===== src/gtr_regs.vh =====
// Constants of the bus terminator, relative and remote command block.
// Included by gtr_core.v; definitions only.
`ifndef GTR_REGS_VH
`define GTR_REGS_VH

// Avalon-MM byte offsets
`define GTR_OFF_CTRL      5'h00
`define GTR_OFF_STATUS    5'h04
`define GTR_OFF_OFS_LO    5'h08
`define GTR_OFF_OFS_HI    5'h0C
`define GTR_OFF_LIM_LO    5'h10
`define GTR_OFF_LIM_HI    5'h14

// Control register fields and reset values
`define GTR_CTRL_EOI_BIT  0
`define GTR_CTRL_RELPU_BIT 1
`define GTR_CTRL_RST      2'h1

// Status register fields
`define GTR_ST_TERM_LSB   0
`define GTR_ST_REL_BIT    2
`define GTR_ST_CAP_BIT    3
`define GTR_ST_REM_BIT    4
`define GTR_ST_LLO_BIT    5
`define GTR_ST_LSN_BIT    6
`define GTR_ST_TLK_BIT    7
`define GTR_ST_SPL_BIT    8
`define GTR_ST_STB_LSB    16

// Range limit reset value, nanovolts (30.3 V)
`define GTR_LIM_LO_RST    32'h0E054F00
`define GTR_LIM_HI_RST    32'h00000007

// Programmed offset bounds, nanovolts (1E-9 V to 30.3 V)
`define GTR_ZVAL_MIN      64'h0000000000000001
`define GTR_ZVAL_MAX      64'h000000070E054F00

// Command letters from the string parser
`define GTR_LET_TERM      2'h0
`define GTR_LET_REL       2'h1
`define GTR_LET_RESTORE   2'h2
`define GTR_LET_OTHER     2'h3

// Terminator select codes
`define GTR_TERM_CRLF     2'h0
`define GTR_TERM_LFCR     2'h1
`define GTR_TERM_CR       2'h2
`define GTR_TERM_LF       2'h3
`define GTR_YPAR_CRLF_ALT 8'h0A
`define GTR_YPAR_LFCR_ALT 8'h0D

// Relative modes and restore commands
`define GTR_Z_OFF         8'h00
`define GTR_Z_NEXT        8'h01
`define GTR_Z_VALUE       8'h02
`define GTR_Z_STORED      8'h03
`define GTR_L_FACTORY     8'h01
`define GTR_L_SAVED       8'h02

// Terminator characters
`define GTR_CHR_CR        8'h0D
`define GTR_CHR_LF        8'h0A

// Status byte request-service bit
`define GTR_STB_RQS_BIT   6

`endif


===== src/gtr_core.v =====
// Bus command block: terminator, reading relative, remote/local and clears.
// Assumes an external IEEE-488 decoder delivering one-cycle event pulses and the REN line as a level,
// a string parser delivering parsed commands, all synchronous to CLOCK.
`timescale 1ns/1ps

`include "gtr_regs.vh"

module gtr_core #(
  parameter VW = 36
) (
  // Clock and reset
  input  wire          CLOCK,
  input  wire          SYS_RST,
  // Avalon-MM slave
  input  wire [4:0]    AVS_ADDRESS,
  input  wire          AVS_READ,
  input  wire          AVS_WRITE,
  input  wire [31:0]   AVS_WRITEDATA,
  input  wire [3:0]    AVS_BYTEENABLE,
  output reg  [31:0]   AVS_READDATA,
  output reg           AVS_WAITREQUEST,
  // Decoded bus management events
  input  wire          BUS_REN,
  input  wire          BUS_IFC,
  input  wire          BUS_LISTEN_ADDR,
  input  wire          BUS_TALK_ADDR,
  input  wire          BUS_UNLISTEN,
  input  wire          BUS_UNTALK,
  input  wire          BUS_LLO,
  input  wire          BUS_GTL,
  input  wire          BUS_DCL,
  input  wire          BUS_SDC,
  input  wire          BUS_SPE,
  input  wire          BUS_SPD,
  // Parsed device-dependent commands
  input  wire          CMD_VALID,
  input  wire [1:0]    CMD_LETTER,
  input  wire [7:0]    CMD_PARAM,
  input  wire [VW-1:0] CMD_VALUE,
  input  wire          CMD_BAD,
  input  wire          CMD_EXEC,
  output reg           CMD_ERROR,
  // Status byte sources and service request
  input  wire [7:0]    STB_SET,
  output reg           SRQ_REQ,
  // Front panel
  input  wire          KEY_LOCAL,
  input  wire          KEY_OTHER,
  output reg           KEY_ACCEPT,
  output reg           REMOTE_IND,
  output reg           TALK_IND,
  // Readings
  input  wire          RDG_VALID,
  input  wire [VW-1:0] RDG_VALUE,
  input  wire          ONESHOT_MODE,
  input  wire          RDG_TRIGGERED,
  output reg           REL_VALID,
  output reg  [VW-1:0] REL_READING,
  output reg           REL_OVERFLOW,
  output reg           REL_ACTIVE,
  // Output string source
  input  wire          SRC_VALID,
  input  wire [7:0]    SRC_DATA,
  input  wire          SRC_LAST,
  output reg           SRC_READY,
  // Talker byte output
  output reg           TX_VALID,
  output reg  [7:0]    TX_DATA,
  output reg           TX_EOI,
  input  wire          TX_READY
);

  localparam ST_PASS = 2'h0;
  localparam ST_T1   = 2'h1;
  localparam ST_T2   = 2'h2;

  reg  [1:0]    ctrl_r;
  reg  [31:0]   lim_lo_r;
  reg  [31:0]   lim_hi_r;
  reg  [1:0]    term_r,  term_nxt;
  reg           rel_r,   rel_nxt;
  reg           cap_r,   cap_nxt;
  reg  [VW-1:0] ofs_r,   ofs_nxt;
  reg           remote_r, remote_nxt;
  reg           llo_r,   llo_nxt;
  reg           listen_r, listen_nxt;
  reg           talk_r,  talk_nxt;
  reg           spoll_r, spoll_nxt;
  reg           psent_r, psent_nxt;
  reg  [7:0]    stb_r,   stb_nxt;
  reg           py_r,    py_nxt;
  reg  [1:0]    pyv_r,   pyv_nxt;
  reg           pz_r,    pz_nxt;
  reg  [7:0]    pzm_r,   pzm_nxt;
  reg  [VW-1:0] pzv_r,   pzv_nxt;
  reg           pl_r,    pl_nxt;
  reg  [7:0]    plm_r,   plm_nxt;
  reg           bad_r,   bad_nxt;
  reg  [1:0]    st_r,    st_nxt;
  reg           txv_nxt;
  reg  [7:0]    txd_nxt;
  reg           txe_nxt;
  reg           srdy_nxt;
  reg           err_nxt;
  reg           cap_now;
  reg  [VW-1:0] eff_ofs;

  wire          bus_req  = AVS_READ | AVS_WRITE;
  wire          bus_done = bus_req & ~AVS_WAITREQUEST;
  wire [63:0]   ofs_ext  = {{(64-VW){ofs_r[VW-1]}}, ofs_r};
  wire [63:0]   lim_ext  = {lim_hi_r, lim_lo_r};
  wire [63:0]   cval_ext = {{(64-VW){CMD_VALUE[VW-1]}}, CMD_VALUE};
  wire          dev_clr  = BUS_DCL | (BUS_SDC & listen_r);
  wire          src_take = SRC_VALID & SRC_READY;
  wire          tx_free  = ~TX_VALID | TX_READY;
  wire          eoi_en   = ctrl_r[`GTR_CTRL_EOI_BIT];
  wire          rel_pu   = ctrl_r[`GTR_CTRL_RELPU_BIT];

  function [63:0] abs64;
    input [63:0] v;
    begin
      abs64 = v[63] ? (~v + 64'h1) : v;
    end
  endfunction

  function [31:0] bwr;
    input [31:0] old;
    input [31:0] val;
    input [3:0]  be;
    integer      i;
    begin
      bwr = old;
      for (i = 0; i < 4; i = i + 1) begin
        if (be[i]) begin
          bwr[i*8 +: 8] = val[i*8 +: 8];
        end
      end
    end
  endfunction

  // Terminator byte n (0 or 1) for a select code
  function [7:0] term_byte;
    input [1:0] sel;
    input       n;
    begin
      case (sel)
        `GTR_TERM_CRLF: term_byte = n ? `GTR_CHR_LF : `GTR_CHR_CR;
        `GTR_TERM_LFCR: term_byte = n ? `GTR_CHR_CR : `GTR_CHR_LF;
        `GTR_TERM_CR:   term_byte = `GTR_CHR_CR;
        default:        term_byte = `GTR_CHR_LF;
      endcase
    end
  endfunction

  wire [31:0]   ctrl_wr  = bwr({30'h0, ctrl_r}, AVS_WRITEDATA, AVS_BYTEENABLE);

  // Command string buffering, validation and execution
  always @* begin
    py_nxt  = py_r;
    pyv_nxt = pyv_r;
    pz_nxt  = pz_r;
    pzm_nxt = pzm_r;
    pzv_nxt = pzv_r;
    pl_nxt  = pl_r;
    plm_nxt = plm_r;
    bad_nxt = bad_r | CMD_BAD;
    err_nxt = CMD_BAD;
    if (CMD_VALID) begin
      case (CMD_LETTER)
        `GTR_LET_TERM: begin
          if (CMD_PARAM < 8'h04) begin
            py_nxt  = 1'b1;
            pyv_nxt = CMD_PARAM[1:0];
          end else if (CMD_PARAM == `GTR_YPAR_CRLF_ALT) begin
            py_nxt  = 1'b1;
            pyv_nxt = `GTR_TERM_CRLF;
          end else if (CMD_PARAM == `GTR_YPAR_LFCR_ALT) begin
            py_nxt  = 1'b1;
            pyv_nxt = `GTR_TERM_LFCR;
          end else begin
            bad_nxt = 1'b1;
            err_nxt = 1'b1;
          end
        end
        `GTR_LET_REL: begin
          if (CMD_PARAM > `GTR_Z_STORED ||
              (CMD_PARAM == `GTR_Z_VALUE &&
               (abs64(cval_ext) < `GTR_ZVAL_MIN || abs64(cval_ext) > `GTR_ZVAL_MAX))) begin
            bad_nxt = 1'b1;
            err_nxt = 1'b1;
          end else begin
            pz_nxt  = 1'b1;
            pzm_nxt = CMD_PARAM;
            pzv_nxt = CMD_VALUE;
          end
        end
        `GTR_LET_RESTORE: begin
          if (CMD_PARAM == `GTR_L_FACTORY || CMD_PARAM == `GTR_L_SAVED) begin
            pl_nxt  = 1'b1;
            plm_nxt = CMD_PARAM;
          end else begin
            bad_nxt = 1'b1;
            err_nxt = 1'b1;
          end
        end
        default: begin
        end
      endcase
    end
  end

  // Settings, relative state, remote/local and serial poll
  always @* begin
    term_nxt   = term_r;
    rel_nxt    = rel_r;
    cap_nxt    = cap_r;
    ofs_nxt    = ofs_r;
    stb_nxt    = stb_r;
    remote_nxt = remote_r;
    llo_nxt    = llo_r;
    listen_nxt = listen_r;
    talk_nxt   = talk_r;
    spoll_nxt  = spoll_r;
    psent_nxt  = psent_r;
    // Capture waits for a trigger-driven conversion in one-shot mode
    cap_now = cap_r & RDG_VALID & (~ONESHOT_MODE | RDG_TRIGGERED);
    eff_ofs = cap_now ? RDG_VALUE : ofs_r;
    if (cap_now) begin
      ofs_nxt = RDG_VALUE;
      cap_nxt = 1'b0;
    end
    if (CMD_EXEC && !bad_nxt) begin
      if (pl_nxt) begin
        term_nxt = `GTR_TERM_CRLF;
        rel_nxt  = (plm_nxt == `GTR_L_SAVED) ? rel_pu : 1'b0;
        cap_nxt  = 1'b0;
      end
      if (py_nxt) begin
        term_nxt = pyv_nxt;
      end
      if (pz_nxt) begin
        case (pzm_nxt)
          `GTR_Z_OFF: begin
            rel_nxt = 1'b0;
            cap_nxt = 1'b0;
          end
          `GTR_Z_NEXT: begin
            rel_nxt = 1'b1;
            cap_nxt = 1'b1;
          end
          `GTR_Z_VALUE: begin
            rel_nxt = 1'b1;
            cap_nxt = 1'b0;
            ofs_nxt = pzv_nxt;
          end
          default: begin
            rel_nxt = 1'b1;
            cap_nxt = 1'b0;
          end
        endcase
      end
    end
    // Set wins over a clear arriving in the same cycle
    stb_nxt = (dev_clr ? 8'h00 : stb_r) | STB_SET;
    if (dev_clr) begin
      term_nxt = `GTR_TERM_CRLF;
      rel_nxt  = rel_pu;
      cap_nxt  = 1'b0;
    end
    // Addressing
    if (BUS_LISTEN_ADDR) begin
      listen_nxt = 1'b1;
    end else if (BUS_UNLISTEN) begin
      listen_nxt = 1'b0;
    end
    if (BUS_TALK_ADDR) begin
      talk_nxt = 1'b1;
    end else if (BUS_UNTALK) begin
      talk_nxt = 1'b0;
    end
    // Remote and lockout
    if (BUS_LISTEN_ADDR && BUS_REN) begin
      remote_nxt = 1'b1;
    end else if (BUS_GTL && listen_r) begin
      remote_nxt = 1'b0;
      llo_nxt    = 1'b0;
    end else if (KEY_LOCAL && !llo_r) begin
      remote_nxt = 1'b0;
    end
    // Lockout set beats a GTL in the same cycle
    if (BUS_LLO) begin
      llo_nxt = 1'b1;
    end
    if (!BUS_REN) begin
      remote_nxt = 1'b0;
      llo_nxt    = 1'b0;
    end
    // Serial poll
    if (BUS_SPE) begin
      spoll_nxt = 1'b1;
      psent_nxt = 1'b0;
    end else if (BUS_SPD) begin
      spoll_nxt = 1'b0;
    end
    // IFC overrides; status byte is deliberately left alone
    if (BUS_IFC) begin
      remote_nxt = 1'b0;
      listen_nxt = 1'b0;
      talk_nxt   = 1'b0;
      spoll_nxt  = 1'b0;
    end
  end

  // Talker byte path with terminator insertion
  always @* begin
    st_nxt  = st_r;
    txv_nxt = TX_VALID & ~TX_READY;
    txd_nxt = TX_DATA;
    txe_nxt = TX_EOI;
    if (!talk_r) begin
      // Losing talker status abandons the string
      st_nxt  = ST_PASS;
      txv_nxt = 1'b0;
    end else if (st_r == ST_T1 && tx_free) begin
      txv_nxt = 1'b1;
      txd_nxt = term_byte(term_r, 1'b0);
      txe_nxt = eoi_en & term_r[1];
      st_nxt  = term_r[1] ? ST_PASS : ST_T2;
    end else if (st_r == ST_T2 && tx_free) begin
      txv_nxt = 1'b1;
      txd_nxt = term_byte(term_r, 1'b1);
      txe_nxt = eoi_en;
      st_nxt  = ST_PASS;
    end else if (src_take) begin
      txv_nxt = 1'b1;
      txd_nxt = SRC_DATA;
      txe_nxt = 1'b0;
      st_nxt  = SRC_LAST ? ST_T1 : ST_PASS;
    end else if (st_r == ST_PASS && spoll_r && !psent_r && tx_free) begin
      txv_nxt = 1'b1;
      txd_nxt = stb_r;
      txe_nxt = 1'b0;
    end
    srdy_nxt = talk_nxt & ~spoll_nxt & (st_nxt == ST_PASS) & ~txv_nxt & ~src_take;
  end

  always @(posedge CLOCK) begin
    if (SYS_RST) begin
      ctrl_r          <= `GTR_CTRL_RST;
      lim_lo_r        <= `GTR_LIM_LO_RST;
      lim_hi_r        <= `GTR_LIM_HI_RST;
      AVS_READDATA    <= 32'h00000000;
      AVS_WAITREQUEST <= 1'b1;
    end else begin
      AVS_WAITREQUEST <= ~(bus_req & AVS_WAITREQUEST);
      if (bus_req && AVS_WAITREQUEST) begin
        case (AVS_ADDRESS)
          `GTR_OFF_CTRL:   AVS_READDATA <= {30'h0, ctrl_r};
          `GTR_OFF_STATUS: AVS_READDATA <= {8'h00, stb_r, 7'h00, spoll_r, talk_r, listen_r,
                                            llo_r, remote_r, cap_r, rel_r, term_r};
          `GTR_OFF_OFS_LO: AVS_READDATA <= ofs_ext[31:0];
          `GTR_OFF_OFS_HI: AVS_READDATA <= ofs_ext[63:32];
          `GTR_OFF_LIM_LO: AVS_READDATA <= lim_lo_r;
          `GTR_OFF_LIM_HI: AVS_READDATA <= lim_hi_r;
          default:         AVS_READDATA <= 32'h00000000;
        endcase
      end
      if (bus_done && AVS_WRITE) begin
        case (AVS_ADDRESS)
          `GTR_OFF_CTRL:   ctrl_r   <= ctrl_wr[1:0];
          `GTR_OFF_LIM_LO: lim_lo_r <= bwr(lim_lo_r, AVS_WRITEDATA, AVS_BYTEENABLE);
          `GTR_OFF_LIM_HI: lim_hi_r <= bwr(lim_hi_r, AVS_WRITEDATA, AVS_BYTEENABLE);
          default: begin
          end
        endcase
      end
    end
  end

  always @(posedge CLOCK) begin
    if (SYS_RST) begin
      term_r       <= `GTR_TERM_CRLF;
      rel_r        <= 1'b0;
      cap_r        <= 1'b0;
      ofs_r        <= {VW{1'b0}};
      remote_r     <= 1'b0;
      llo_r        <= 1'b0;
      listen_r     <= 1'b0;
      talk_r       <= 1'b0;
      spoll_r      <= 1'b0;
      psent_r      <= 1'b0;
      stb_r        <= 8'h00;
      py_r         <= 1'b0;
      pyv_r        <= 2'h0;
      pz_r         <= 1'b0;
      pzm_r        <= 8'h00;
      pzv_r        <= {VW{1'b0}};
      pl_r         <= 1'b0;
      plm_r        <= 8'h00;
      bad_r        <= 1'b0;
      st_r         <= ST_PASS;
      CMD_ERROR    <= 1'b0;
      SRQ_REQ      <= 1'b0;
      KEY_ACCEPT   <= 1'b0;
      REMOTE_IND   <= 1'b0;
      TALK_IND     <= 1'b0;
      REL_VALID    <= 1'b0;
      REL_READING  <= {VW{1'b0}};
      REL_OVERFLOW <= 1'b0;
      REL_ACTIVE   <= 1'b0;
      SRC_READY    <= 1'b0;
      TX_VALID     <= 1'b0;
      TX_DATA      <= 8'h00;
      TX_EOI       <= 1'b0;
    end else begin
      term_r     <= term_nxt;
      rel_r      <= rel_nxt;
      cap_r      <= cap_nxt;
      ofs_r      <= ofs_nxt;
      remote_r   <= remote_nxt;
      llo_r      <= llo_nxt;
      listen_r   <= listen_nxt;
      talk_r     <= talk_nxt;
      spoll_r    <= spoll_nxt;
      psent_r    <= psent_nxt | (txv_nxt & ~TX_VALID & spoll_r & ~src_take & (st_r == ST_PASS));
      stb_r      <= stb_nxt;
      // Buffer empties on execute or on a clear, whatever it held
      if (CMD_EXEC || dev_clr) begin
        py_r  <= 1'b0;
        pz_r  <= 1'b0;
        pl_r  <= 1'b0;
        bad_r <= 1'b0;
      end else begin
        py_r  <= py_nxt;
        pz_r  <= pz_nxt;
        pl_r  <= pl_nxt;
        bad_r <= bad_nxt;
      end
      pyv_r      <= pyv_nxt;
      pzm_r      <= pzm_nxt;
      pzv_r      <= pzv_nxt;
      plm_r      <= plm_nxt;
      st_r       <= st_nxt;
      CMD_ERROR  <= err_nxt;
      SRQ_REQ    <= stb_nxt[`GTR_STB_RQS_BIT];
      KEY_ACCEPT <= KEY_OTHER & ~remote_r & ~llo_r;
      REMOTE_IND <= remote_nxt;
      TALK_IND   <= talk_nxt;
      REL_VALID  <= RDG_VALID;
      REL_ACTIVE <= rel_nxt;
      if (RDG_VALID) begin
        REL_READING  <= rel_r ? (RDG_VALUE - eff_ofs) : RDG_VALUE;
        // Full-scale check on the offset only; the difference and its wrap are not flagged
        REL_OVERFLOW <= rel_r & (abs64({{(64-VW){eff_ofs[VW-1]}}, eff_ofs}) > lim_ext);
      end
      SRC_READY  <= srdy_nxt;
      TX_VALID   <= txv_nxt;
      TX_DATA    <= txd_nxt;
      TX_EOI     <= txe_nxt;
    end
  end

endmodule // gtr_core


===== config.mk =====
export PLATFORM = sky130hd
export DESIGN_NAME = gtr_core
export DESIGN_NICKNAME = d
export VERILOG_FILES = /design/src/gtr_core.v
export VERILOG_INCLUDE_DIRS = /design/src /design/src/src
export SDC_FILE = /design/constraint.sdc
export NUM_CORES = 1
export LEC_CHECK = 0
export CORE_UTILIZATION = 45
export DETAILED_ROUTE_END_ITERATION = 12
export DONT_BUFFER_PORTS = 1
export PLACE_DENSITY = 0.67
export RECOVER_POWER = 50
export SYNTH_ARGS = -nofsm -noshare
export SYNTH_HDL_FRONTEND = slang
export SYNTH_SLANG_ARGS = --single-unit

===== constraint.sdc =====
create_clock -name CLOCK -period 8.4 [get_ports CLOCK]
set_clock_uncertainty 0.1 [all_clocks]
set_input_delay 1.26 -clock CLOCK [delete_from_list [all_inputs] [get_ports CLOCK]]
set_output_delay 1.26 -clock CLOCK [all_outputs]
set_load 0.03 [all_outputs]

# == After elaboration in Yosys (flattened, before gate mapping) ==
# Cells that the tools add are included.
# Widths: inputs -> output; s select.
# op_classes
addsub,3
n_lt_le_gt_ge,5
n_eq_ne,19
mux,97
n_bitwise,39
n_reduce_logical,52
# ops
op,count
$mux 36,8
$pmux 32 s6,1
$add 64x1->64 const B,2
$mux 64,2
$not 64->64,2
$mux 8,11
$gt 64x35->1 const B,1
$gt 64x64->1,1
$lt 64x1->1 const B,1
$mux 1,59
$sub 36x36->36,1
$reduce_and 3->1,9
$eq 8x2->1 const B,3
$mux 2,12
$and 1x1->1,19
$eq 8x1->1 const B,2
$eq 8x4->1 const B,2
$logic_and 1x1->1,12
$reduce_or 2->1,6
$not 1->1,11
$eq 5x4->1 const B,2
$eq 5x5->1 const B,2
$gt 8x2->1 const B,1
$logic_not 2->1,4
18 further kinds,41
# word_totals
reg_bits,265
input_bits,166
output_inout_bits,88
elab_cells,256

# == Longest topological paths before layout ==
# logic_depth
word_depth,15
ltp_mapped,25
mapped_depth_nobuf,23

# == Worst setup path before layout ==
# Ideal clock, no wire load.
# synth_path
path_type,input-to-reg
from,in RDG_VALID
to,reg REL_READING[27]
arrival_time_ps,6176
required_time_ps,8214
path_slack_ps,2039
cell_stages,19
cell_sequence,clkbuf_1 nand3_1 clkbuf_1 clkbuf_1 buf_1 clkbuf_1 mux2i_1 ha_1 a21oi_1 a211oi_1 o31ai_1 a31oi_1 a21oi_1 o21ai_0 a21o_1 a21oi_1 xnor2_1 mux2i_1 a211oi_1
# synth_between
elab_chain_cells,5
# synth_lines
item,line_no,source
start: declaration,gtr_core.v:53,"input wire RDG_VALID,"
$and 1x1->1 (2 in a row),gtr_core.v:226,cap_now = cap_r & RDG_VALID & (~ONESHOT_MODE | RDG_TRIGGERED);
$mux 36,gtr_core.v:227,eff_ofs = cap_now ? RDG_VALUE : ofs_r;
$sub 36x36->36,gtr_core.v:452,REL_READING <= rel_r ? (RDG_VALUE - eff_ofs) : RDG_VALUE;
$mux 36,gtr_core.v:452,
end signal: assignment,gtr_core.v:408,REL_READING <= {VW{1'b0}};
end signal: assignment,gtr_core.v:452,
end: declaration,gtr_core.v:58,"output reg [VW-1:0] REL_READING,"
# Parallel ways exist; a longest one is shown, timed or not.
# A chain may end at the register's enable or synchronous reset.

# == Worst setup path after layout ==
# layout_path
from,in RDG_TRIGGERED
to,reg REL_OVERFLOW
# layout_between
elab_chain_cells,8
# layout_lines
item,line_no,source
start: declaration,gtr_core.v:56,"input wire RDG_TRIGGERED,"
$or 1x1->1 (*),gtr_core.v:226,
$and 1x1->1 (*),gtr_core.v:226,
$mux 36 (*),gtr_core.v:227,
$not 64->64,gtr_core.v:122,abs64 = v[63] ? (~v + 64'h1) : v;
$add 64x1->64,gtr_core.v:122,
$mux 64 (*),gtr_core.v:122,
$gt 64x64->1 (*),gtr_core.v:454,"REL_OVERFLOW <= rel_r & (abs64({{(64-VW){eff_ofs[VW-1]}}, eff_ofs}) > lim_ext);"
$and 1x1->1 (*),gtr_core.v:454,
end signal: assignment,gtr_core.v:454,
end: declaration,gtr_core.v:59,"output reg REL_OVERFLOW,"
# Every way passes the cells marked *; elsewhere a longest branch is shown, timed or not.

==> results.toml <==
[placed_design]
placed_cell_area_sq_um = 16300
gp_congestion = 0.930
io_buffers = 0
dp_cells = 2333
dp_hpwl_mm = 38.1

[power_and_ir_drop]
p_leak_nw = 6.93
total_power_mw = 2.91
ir_worst_vdd_mv = 0.154
cellPowerDensity_nw_per_um2 = 167

[setup_path]
required_ns = 8.74
critPathMaxFanout = 23
crit_path_start_kind = "input pin"
cp-end-kind = "register"
cp.arrival_ns = 6.71
worst-setup-path-type = "in -> reg"

[finish]
num-nets-final = 2180
layoutNonFillerInstCount = 2390
area_growth_pct = 8.91
drive_above_1_share_pct = 4.65
utilization_pct = 50.0
antenna_cells = 0
final_area_sq_um = 17400

[logic_synthesis]
async_flop_share_pct = 0
avgSynthCellArea_sq_um = 8.20
netlist_instances = 1944
dominantRegCellSynth = "dfxtp_1"
synth_cell_types = 75
synth_seq_area_share_pct = 33.1
ys_ff_latch = 264
synthesis.area_sq_um = 15900
synth_edf_count = 0
synth_warnings = 0

[clocking]
clkSinkCount = 264
post_cts_buffers = 0
ctsResizeCount = 0
htree_levels = 1
root_buffer = "clkbuf_16"
clockBufferDepth = 3
cts_hold_buf = 0
clk_latency_ns = 0.58
cts_buffers = 31
path_clk_slew_ns = 0.06
tritoncts = "done"

[floorplan]
design.portCount = 254
core-area_sq_um = 34700
dieWidth_microns = 190
rows = 68
start_util_pct = 45.9
die_area_sq_um = 36200
die-height_microns = 190

[min_path]
hp-class = "reg -> reg"

[global_route]
grt_max_degree = 228
antenna_found_initial = 0
grt_use_total_pct = 27.0
grt_pass1_wl_mm = 76.7
grt_pass1_vias = 13500
grt_overflow = 0

[timing]
fin_tns_setup_ns = 0
min_period_ns = 6.36
maxSlewViolCount = 72
setup_viol = 0
worstMarginPinSlew_ns = 2.81
fin_crit_sh_pct = 75.7
max_slew_margin_pct = -87.4
rsz0062_at_grt = "false"
hold_violations = 0
clock.fmax_mhz = 157

[drt]
drt-initial-drc-count = 1026
wl_per_cell_microns = 21.1
drc_errors = 0
drtAntennaViolNets = 0
dr_total_vias = 14300
drt_wl_total_mm = 50.4
drt_pass1_iterations = 5
vias_per_cell = 5.97

[job]
maxCapViolCount = 2

[outcome]
violations = "capacitance limit, slew limit"
status = "finished, violations left"
[per-stage QoR]
stage | worst slack (ns) | hold WS, ns
detailed placement | 1.59 | 0.344
finish | 2.04 | 0.361
floorplan | 2.04 | 0.330
CTS | 2.16 | 0.363
global placement | 1.85 | 0.342
global route | 1.73 | 0.374
[per-layer routing]
| layer | track usage [%] | routed length [microns] |
|---|---|---|
| met1 | 33.6 | 20500 |
| met2 | 45.8 | 24000 |
| met3 | 5.52 | 3910 |
| met4 | 10.4 | 1920 |
| met5 | 0 | 0 |
[critical path, stage by stage]
cell      delay (ns)
nand2b_1        0.18
nand3_2         0.62
mux2i_1         0.75
and4_1          0.37
and4_1          0.26
and3_1          0.23
and3_1          0.21
and2_1          0.21
nand2_1         0.18
o21ai_0         0.28
xor2_1          0.18
ha_1            0.27
a21o_1          0.16
a21o_1          0.17
a21o_1          0.17
a21o_1          0.16
a21o_1          0.17
a21o_1          0.17
a21oi_1         0.14
o21ai_0         0.10
and3_1          0.19
o21ai_0         0.15
a311oi_1        0.10
[Yosys cell counts, types with 4 or more instances]
| cell | instances | area, sq um |
|---|---|---|
| a211o_1 | 6 | 52.6 |
| a211oi_1 | 42 | 315 |
| a21o_1 | 38 | 285 |
| a21oi_1 | 171 | 856 |
| a22oi_1 | 51 | 383 |
| a31oi_1 | 36 | 225 |
| a41oi_1 | 5 | 43.8 |
| and2_1 | 17 | 106 |
| and3_1 | 27 | 169 |
| and4_1 | 7 | 61.3 |
| buf_1 | 6 | 22.5 |
| clkbuf_1 | 97 | 364 |
| dfxtp_1 | 264 | 5290 |
| ha_1 | 102 | 1280 |
| inv_1 | 96 | 360 |
| mux2_1 | 30 | 338 |
| mux2_2 | 10 | 113 |
| mux2i_1 | 142 | 1420 |
| nand2_1 | 115 | 432 |
| nand2b_1 | 17 | 106 |
| nand3_1 | 33 | 165 |
| nand4_1 | 28 | 175 |
| nor2_1 | 265 | 995 |
| nor2b_1 | 21 | 131 |
| nor3_1 | 42 | 210 |
| nor4_1 | 14 | 87.6 |
| nor4b_1 | 5 | 43.8 |
| o211ai_1 | 20 | 150 |
| o21a_1 | 7 | 52.6 |
| o21ai_0 | 68 | 340 |
| o21bai_1 | 4 | 30.0 |
| o31ai_1 | 11 | 82.6 |
| or2_2 | 5 | 31.3 |
| or3_1 | 6 | 37.5 |
| or4_1 | 9 | 67.6 |
| xnor2_1 | 50 | 438 |
| xor2_1 | 20 | 175 |
[kinds of logic after synthesis]
| logic type | after synthesis | share of synthesized area (%) |
|---|---|---|
| AND/OR/NAND/NOR | 621 | 18.2 |
| AO/OA/AOI/OAI | 497 | 19.9 |
| flip-flops | 264 | 33.1 |
| buffers and inverters | 206 | 5.01 |
| multiplexers | 182 | 11.7 |
| adder cells (fa/ha/maj) | 103 | 8.13 |
| XOR/XNOR | 70 | 3.84 |
| other | 1 | 0.0235 |
[sequential cells by signal, summed over array words and instances, names as in the netlist, 2 cells and up]
register / count
AVS_READDATA: 32
REL_READING: 36
TX_DATA: 8
ctrl_r: 2
lim_hi_r: 32
lim_lo_r: 32
ofs_r: 36
plm_r: 8
pyv_r: 2
pzm_r: 8
pzv_r: 36
st_r: 2
stb_r: 8
term_r: 2
[power by group]
group | internal (mW) | switching (mW)
registers | 1.27 | 0.0441
clock network | 0.828 | 0.576
logic | 0.0805 | 0.108
total | 2.18 | 0.727
[path summary, 6_finish.rpt]
check,from,to,slack [ns],cells past startpoint
worst max-delay path,RDG_TRIGGERED,REL_OVERFLOW,2.04,23
worst min-delay path,lim_lo_r[30],lim_lo_r[30],0.36,2
worst max register to register,cap_r,REL_OVERFLOW,2.48,22
worst min register to register,lim_lo_r[30],lim_lo_r[30],0.36,2
[layout by cell type (no fill, tap or decap), types with 20 or more instances in the layout]
| cell type | netlist | layout |
|---|---|---|
| ha_1 | 102 | 102 |
| xor2_1 | 20 | 20 |
| nor3_1 | 42 | 41 |
| a21oi_1 | 171 | 171 |
| conb_1 | 1 | 28 |
| a21o_1 | 38 | 38 |
| and3_1 | 27 | 27 |
| o21ai_0 | 68 | 69 |
| nor2b_1 | 21 | 21 |
| xnor2_1 | 50 | 50 |
| mux2_1 | 30 | 30 |
| dfxtp_1 | 264 | 263 |
| a211oi_1 | 42 | 42 |
| nor2_1 | 265 | 265 |
| o211ai_1 | 20 | 20 |
| nand2_1 | 115 | 115 |
| a22oi_1 | 51 | 51 |
| nand3_1 | 33 | 32 |
| a31oi_1 | 36 | 36 |
| clkbuf_16 | 0 | 31 |
| mux2i_1 | 142 | 141 |
| nand4_1 | 28 | 28 |
| inv_1 | 96 | 96 |
[final cells by class]
| cell class | instances | area, sq um |
|---|---|---|
| inverter | 98 | 368 |
| fill | 3388 | 17300 |
| clock buffer | 35 | 821 |
| timing repair buffer | 15 | 90.1 |
| sequential | 264 | 5290 |
| tap | 455 | 569 |
| clock inverter | 22 | 241 |
| multi-input combinational | 1501 | 9990 |
Power figures use the tool's default switching activity.
